$ cat config.mk
export PLATFORM = sky130hd
export DESIGN_NAME = event_routing_selector
export DESIGN_NICKNAME = d
export VERILOG_FILES = /design/src/core/event_routing_pkg.sv /design/src/core/event_routing_selector.sv
export VERILOG_INCLUDE_DIRS = /design/src /design/src/core
export SDC_FILE = /design/constraint.sdc
export NUM_CORES = 1
export LEC_CHECK = 0
export ABC_AREA = 1
export BUFFER_PORTS_ARGS = -buffer_cell sky130_fd_sc_hd__clkbuf_2
export CAP_MARGIN = 20
export CORE_UTILIZATION = 45
export CTS_BUF_LIST = sky130_fd_sc_hd__clkbuf_16
export DETAILED_ROUTE_END_ITERATION = 10
export PLACE_DENSITY = 0.74
export SYNTH_ARGS = -nofsm -noshare
export SYNTH_HDL_FRONTEND = slang
export SYNTH_SLANG_ARGS = --single-unit
$ cat constraint.sdc
create_clock -name clk_i -period 1.7 [get_ports clk_i]
set_clock_uncertainty 0.15 [all_clocks]
set_input_delay 0.17 -clock clk_i [delete_from_list [all_inputs] [get_ports clk_i]]
set_output_delay 0.17 -clock clk_i [all_outputs]
set_load 0.005 [all_outputs]
$ cat src/core/event_routing_consts.svh
`ifndef EVENT_ROUTING_CONSTS_SVH
`define EVENT_ROUTING_CONSTS_SVH

`define SEL_HIGH_ADDR 32'h019c0000
`define SEL_LOW_ADDR 32'h019c0004
`define FIELD_W 5
`define FIELD0_LSB 0
`define FIELD1_LSB 5
`define FIELD2_LSB 10
`define FIELD3_LSB 16
`define FIELD4_LSB 21
`define FIELD5_LSB 26
`define SEL_LOW_RESET 32'h250718a4
`define SEL_HIGH_RESET 32'h08202d43
`define SEL_WRITE_MASK 32'h7fff7fff
`define IRQ_STATUS_ADDR 32'h019c0008
`define IRQ_MASK_ADDR 32'h019c000c
`define NUM_CPU_INT 16
`define NUM_SRC 32
`define NUM_CHAN 64

`endif

$ cat src/core/event_routing_pkg.sv
package event_routing_pkg;

  typedef logic [4:0] sel_code_t;

  typedef struct packed {
    logic [31:0] sel_high;
    logic [31:0] sel_low;
    logic [15:0] irq_status;
    logic [15:0] irq_mask;
    logic [31:0] rdata;
    logic irq;
    logic [15:0] cpu_int;
    logic [63:0] chan_event;
  } router_state_s;

  typedef struct packed {
    logic [31:0] addr;
    logic [31:0] wdata;
    logic wr;
    logic rd;
  } reg_req_s;

endpackage

$ cat src/core/event_routing_selector.sv
// What this block does
// - Sixteen prioritized core interrupt lines; line zero highest, fifteen lowest.
// - Lines zero to three fixed: reset, non-maskable, two reserved zero.
// - Lines four to fifteen each pick a source by a five-bit code.
// - High selector at 0x019c0000, low selector at 0x019c0004, read and write.
// - Low fields for lines four to nine at bits 4:0 to 30:26.
// - High fields for lines ten to fifteen in the same layout.
// - Low fields reset to codes 4,5,6,7,8,9.
// - Decode all documented source codes to their event lines.
// - Channels zero to three: host, timer zero, timer one, refresh A.
// - Channels 4-7 GPIO 4-7, 8-11 GPIO 0-3, 48-55 GPIO 8-15.
// - Serial, timer two, refresh B, coprocessor, cell channels; rest none.
// - Every channel also syncs on completion or alternate completion.
// - Channel events are presented regardless of any enable.
//
// The address-and-strobe port was decided locally.
`timescale 1ns/1ps
`include "event_routing_consts.svh"

module event_routing_selector (
  input wire logic clk_i,
  input wire logic rst_b_i,
  input wire logic [31:0] addr_i,
  input wire logic [31:0] wdata_i,
  input wire logic wr_i,
  input wire logic rd_i,
  output logic [31:0] rdata_o,
  output logic irq_o,
  input wire logic nmi_i,
  input wire logic host_event_i,
  input wire logic timer_zero_event_i,
  input wire logic timer_one_event_i,
  input wire logic timer_two_event_i,
  input wire logic memif_a_refresh_event_i,
  input wire logic memif_b_refresh_event_i,
  input wire logic [15:0] gpio_event_i,
  input wire logic transfer_complete_event_i,
  input wire logic debug_dma_event_i,
  input wire logic debug_exchange_rx_event_i,
  input wire logic debug_exchange_tx_event_i,
  input wire logic [2:0] serial_tx_event_i,
  input wire logic [2:0] serial_rx_event_i,
  input wire logic [2:0] serial_tx_sync_i,
  input wire logic [2:0] serial_rx_sync_i,
  input wire logic cell_interface_event_i,
  input wire logic cell_rx_sync_i,
  input wire logic cell_tx_sync_i,
  input wire logic conv_decoder_event_i,
  input wire logic iter_decoder_event_i,
  input wire logic conv_decoder_rx_sync_i,
  input wire logic conv_decoder_tx_sync_i,
  input wire logic iter_decoder_rx_sync_i,
  input wire logic iter_decoder_tx_sync_i,
  input wire logic [63:0] chain_complete_i,
  input wire logic [63:0] alt_chain_complete_i,
  output logic [15:0] cpu_int_o,
  output logic [63:0] chan_event_o
);

  event_routing_pkg::router_state_s q, d;
  event_routing_pkg::reg_req_s req;
  logic [31:0] src;
  logic [63:0] chan;
  logic [31:0] wval;
  logic [31:0] fld_lsb [6];

  assign req = '{addr: addr_i, wdata: wdata_i, wr: wr_i, rd: rd_i};
  assign fld_lsb = '{`FIELD0_LSB, `FIELD1_LSB, `FIELD2_LSB,
                     `FIELD3_LSB, `FIELD4_LSB, `FIELD5_LSB};

  ////////////////////////////////////////////////////////////////////////////
  // source decode; reserved codes stay low
  always_comb begin
    src = 32'h00000000;
    src[0] = host_event_i;
    src[1] = timer_zero_event_i;
    src[2] = timer_one_event_i;
    src[3] = memif_a_refresh_event_i;
    src[7:4] = gpio_event_i[7:4];
    src[8] = transfer_complete_event_i;
    src[9] = debug_dma_event_i;
    src[10] = debug_exchange_rx_event_i;
    src[11] = debug_exchange_tx_event_i;
    src[12] = serial_tx_event_i[0];
    src[13] = serial_rx_event_i[0];
    src[14] = serial_tx_event_i[1];
    src[15] = serial_rx_event_i[1];
    src[16] = gpio_event_i[0];
    src[17] = serial_tx_event_i[2];
    src[18] = serial_rx_event_i[2];
    src[19] = timer_two_event_i;
    src[20] = memif_b_refresh_event_i;
    src[23] = cell_interface_event_i;
    src[30] = conv_decoder_event_i;
    src[31] = iter_decoder_event_i;
  end

  ////////////////////////////////////////////////////////////////////////////
  // fixed channel map
  always_comb begin
    chan = 64'h0000000000000000;
    chan[0] = host_event_i;
    chan[1] = timer_zero_event_i;
    chan[2] = timer_one_event_i;
    chan[3] = memif_a_refresh_event_i;
    chan[7:4] = gpio_event_i[7:4];
    chan[11:8] = gpio_event_i[3:0];
    chan[55:48] = gpio_event_i[15:8];
    chan[12] = serial_tx_sync_i[0];
    chan[13] = serial_rx_sync_i[0];
    chan[14] = serial_tx_sync_i[1];
    chan[15] = serial_rx_sync_i[1];
    chan[17] = serial_tx_sync_i[2];
    chan[18] = serial_rx_sync_i[2];
    chan[19] = timer_two_event_i;
    chan[20] = memif_b_refresh_event_i;
    chan[28] = conv_decoder_rx_sync_i;
    chan[29] = conv_decoder_tx_sync_i;
    chan[30] = iter_decoder_rx_sync_i;
    chan[31] = iter_decoder_tx_sync_i;
    chan[32] = cell_rx_sync_i;
    chan[40] = cell_tx_sync_i;
  end

  ////////////////////////////////////////////////////////////////////////////
  always_comb begin
    d = q;
    wval = req.wdata & `SEL_WRITE_MASK;
    if (req.wr && req.addr == `SEL_HIGH_ADDR) begin
      d.sel_high = wval;
    end
    if (req.wr && req.addr == `SEL_LOW_ADDR) begin
      d.sel_low = wval;
    end
    if (req.wr && req.addr == `IRQ_MASK_ADDR) begin
      d.irq_mask = req.wdata[15:0];
    end
    // Set wins over write-one-to-clear
    if (req.wr && req.addr == `IRQ_STATUS_ADDR) begin
      d.irq_status = q.irq_status & ~req.wdata[15:0];
    end
    // core lines, zero is highest priority
    d.cpu_int = 16'h0000;
    // fixed lines; two and three reserved
    d.cpu_int[0] = ~rst_b_i;
    d.cpu_int[1] = nmi_i;
    // routing uses current fields, next clock
    for (int i = 0; i < 6; i++) begin
      // low fields feed lines four to nine
      d.cpu_int[4 + i] = src[q.sel_low[fld_lsb[i] +: `FIELD_W]];
      // high fields feed lines ten to fifteen
      d.cpu_int[10 + i] = src[q.sel_high[fld_lsb[i] +: `FIELD_W]];
    end
    d.irq_status = d.irq_status | {d.cpu_int[15:4], 4'h0};
    d.irq = |(q.irq_status & q.irq_mask);
    // no enable gates the channel events
    d.chan_event = chan | chain_complete_i | alt_chain_complete_i;
    d.rdata = 32'h00000000;
    if (req.rd) begin
      case (req.addr)
        `SEL_HIGH_ADDR: d.rdata = q.sel_high;
        `SEL_LOW_ADDR: d.rdata = q.sel_low;
        `IRQ_STATUS_ADDR: d.rdata = {16'h0000, q.irq_status};
        `IRQ_MASK_ADDR: d.rdata = {16'h0000, q.irq_mask};
        default: d.rdata = 32'h00000000;
      endcase
    end
  end

  ////////////////////////////////////////////////////////////////////////////
  always_ff @(posedge clk_i or negedge rst_b_i) begin
    if (!rst_b_i) begin
      q <= '0;
      q.sel_low <= `SEL_LOW_RESET;
      q.sel_high <= `SEL_HIGH_RESET;
      q.cpu_int <= 16'h0001;
    end else begin
      q <= d;
    end
  end

  assign rdata_o = q.rdata;
  assign irq_o = q.irq;
  assign cpu_int_o = q.cpu_int;
  assign chan_event_o = q.chan_event;

endmodule

==> flow_results.org <==
** Run status
- The flow ran to the end, and the final reports show no timing, DRC or antenna violations.

** Placed design
- Detail Placement HPWL :: 26.3 mm
- The count of buffers added on input and output ports is 352.
- Final estimated routing congestion in global placement :: 0.931
- In this run the cell area measured after placement is 13600 µm².
- Number of placed instances, taps included :: 2103
- Place WS :: -0.0825 ns

** Route
- Pre-Repair DR Iteration Count :: 6
- Vias per Instance :: 5.30
- The first routing iteration left 1090 violations.
- In this run the remaining antenna-violating nets after routing total 0.
- Post-detailed-route DRC marker count :: 0
- WL/cell :: 17.3 µm
- Detailed-route via count :: 12328
- Final Routed Wirelength :: 40.1 mm

** Timing
- Min Hold Slack :: 0.0301 ns
- Unrepaired setup endpoints after global routing :: true
- Final setup violating endpoints :: 0
- Final count of pins violating max slew :: 0
- For this run, the top clock speed supported by timing is 592 MHz.
- Adding up every negative setup slack in the final design gives 0 ns.
- Worst setup slack after layout :: 0.0110 ns
- Dividing the final minimum period by the clock period gives 99.4%.
- Final number of hold-violating endpoints :: 0
- After layout, the minimum clock period comes to 1.69 ns.

** Setup path
- Counting cells, the worst reg-to-reg path comes to 8.
- Setup slack of the most critical reg-to-reg path :: 0.01 ns
- Startpoint of the most critical register-to-register path :: q[177]
- Kind of launch point of the worst setup path :: register
- Class of the most critical setup path :: register to register
- Required time of the critical path :: 1.96 ns
- CP Capture Type :: register
- FF-to-FF End :: q[139]
- Critical-path maximum fanout :: 9
- Data on the critical path arrives at its endpoint at 1.95 ns.

** Synth
- Flip-flop and latch count after synthesis :: 202
- In the synthesized netlist the dominant register cell turns out to be sky130_fd_sc_hd__dfrtp_1.
- Proportion of synthesized flip-flops having asynchronous set or reset :: 100%
- Number of different library cells in the post-synthesis netlist :: 26
- Mean instance size in the synthesized netlist :: 7.52 µm²
- Of the synthesized area, sequential elements account for 43.8%.
- The Yosys step of the flow raised 0 warnings.
- The synthesized design contains 0 enable-type register cells.
- The synthesized netlist occupies a cell area of 11600 µm².
- After technology mapping, the gate count stands at 1543.

** Floorplanning
- Width of the die :: 163 µm
- Die area :: 26400 µm²
- Std-Cell Rows :: 58
- The die is 163 µm tall.
- In this run the standard cell core region covers 25300 µm².
- Initial core utilization :: 45.9%
- Number of primary I/O pins :: 357

** Global routing
- The first global-routing pass estimated 60.9 mm of wire.
- Via count of the first global-routing pass :: 11784
- Entering global routing, the biggest net connects 61 pins.
- In the global route stage, overall resource usage came out at 29.4%.
- Leftover overflow at the end of global routing :: 0
- Antenna violations before repair :: 2

** Clock network
- Clk buf depth :: 3
- TritonCTS buffer count :: 22
- TritonCTS clock tree :: built
- The cell sitting at the root of the clock tree is a sky130_fd_sc_hd__clkbuf_16.
- For the worst-skew pair, the clock arrives at the later sink with an insertion delay of 0.52 ns.
- In this run the number of H-tree levels came out at 1.
- Total clock sinks :: 202
- Clock-pin slew on the worst setup and hold paths :: 0.06 ns

** Final layout
- Total area of sequential cells :: 5100 µm²
- After filler insertion, the fill cell instance count of the layout stands at 2133.
- Summing all multi-input logic gate instances after layout gives 4790 µm².
- Layout Nets :: 2220
- Final Core Density :: 64.2%
- Leaving out fill and tap cells, the most frequent cells in the layout are 351 x sky130_fd_sc_hd__clkbuf_2, 324 x sky130_fd_sc_hd__nand2_1, 219 x sky130_fd_sc_hd__nand3_1, 177 x sky130_fd_sc_hd__dfrtp_1, 164 x sky130_fd_sc_hd__dlygate4sd3_1.
- Layout cell share with drive strength beyond 1 :: 28.4%
- Compared with the post-synthesis result, the final layout area differs by 39.9%.
- Non-Filler Cell Area, Final :: 16200 µm²
- The finished layout holds 2324 standard cells, fillers aside.
- Leading cell type in the layout, fill and taps excluded :: sky130_fd_sc_hd__clkbuf_2

** Pwr
- The design draws 10.8 mW.
- Across the VDD grid, the largest voltage drop is 747 µV.
- In this run the static leakage power is 7.48 nW.
- For this design the ratio of total power to cell area is 668 nW/µm².

** Min path
- HP Class :: input pin to async pin

** Flow run
- Max-cap violations in this run came to 0.
-- area by class of cell --
class | count | share of cell area, %
inverters | 146 | 3.40
clock inverters | 18 | 0.879
flip-flops and latches | 202 | 31.4
diodes | 2 | 0.0308
clock buffers | 22 | 3.39
repair buffers | 614 | 28.8
well taps | 330 | 2.55
multi-input cells | 990 | 29.5
-- synth_stat cells (all sizes together), types with 2 or more instances --
library cell	count	area share (%)
a221oi	2	0.15
nand2	338	11
dfstp	21	4.8
o2111ai	7	0.53
nand3	226	9.8
clkbuf	61	2.0
o21a	4	0.26
inv	145	4.7
buf	146	8.9
dfrtp	181	39
or2	30	1.6
nand4	4	0.22
o21ai	151	6.5
o211ai	55	3.6
or3	32	1.7
nor2	86	3.0
a21oi	51	2.2
-- worst max-delay path: stages (launching register included) --
cell and delay, ns:
sky130_fd_sc_hd__dfstp_4 0.67, sky130_fd_sc_hd__buf_8 0.14, sky130_fd_sc_hd__nand2_1 0.05, sky130_fd_sc_hd__o211ai_1 0.09
sky130_fd_sc_hd__nand3_1 0.13, sky130_fd_sc_hd__nand3_2 0.10, sky130_fd_sc_hd__nand2_1 0.07, sky130_fd_sc_hd__nand2_2 0.11
sky130_fd_sc_hd__nand2_1 0.06
-- power by group --
part / leakage (nW) / internal [mW] / total, mW / switching, mW
Sequential: 2.39 / 4.89 / 4.92 / 0.0280
Combinational: 4.73 / 0.684 / 1.32 / 0.641
Clock: 0.362 / 2.66 / 4.59 / 1.94
-- per-layer routing --
metal / part of all wire [%] / GRT usage [%] / routed length [µm]
met2: 49 / 50.9 / 19500
met4: 5.2 / 14.6 / 2090
met1: 37 / 35.2 / 15000
met5: 0 / 0 / 0
met3: 8.8 / 5.14 / 3530
-- cell families (layout without fill, tap and decap cells) --
| family | count (synthesis) | after routing | synth area share, % |
|---|---|---|---|
| flip-flops | 202 | 202 | 43.8 |
| other | 1 | 5 | 0.0323 |
| AND/OR/NAND/NOR | 717 | 717 | 27.4 |
| AO/OA/AOI/OAI | 270 | 270 | 13.2 |
| buffers and inverters | 353 | 800 | 15.6 |
-- worst max path at each step --
stage          depth (start not counted)      start     endpoint
2_1_floorplan                          9     q[198]       q[143]
5_1_grt                               11     q[187]       q[141]
4_1_cts                               10     q[177]       q[139]
6_report                               8     q[177]       q[139]
3_3_place_gp                          11  addr_i[8]  rdata_o[22]
3_5_place_dp                          11  addr_i[9]  rdata_o[22]
-- flip-flops by register name, summed over array words and instances, names as in the netlist --
| signal | flops |
|---|---|
| irq_o | 1 |
| rdata_o | 31 |
| chan_event_o | 64 |
| q | 92 |
| cpu_int_o | 14 |
-- what timing repair did --
action,4_1_cts,5_1_grt
endpoints found under the setup margin,4,22
hold buffers,164,0
gates resized for setup,2,45
endpoints found under the hold margin,375,0
pin swaps,0,21
buffers inserted,0,13
gates cloned,0,2
Note: power is estimated with default switching activity, not from simulation.
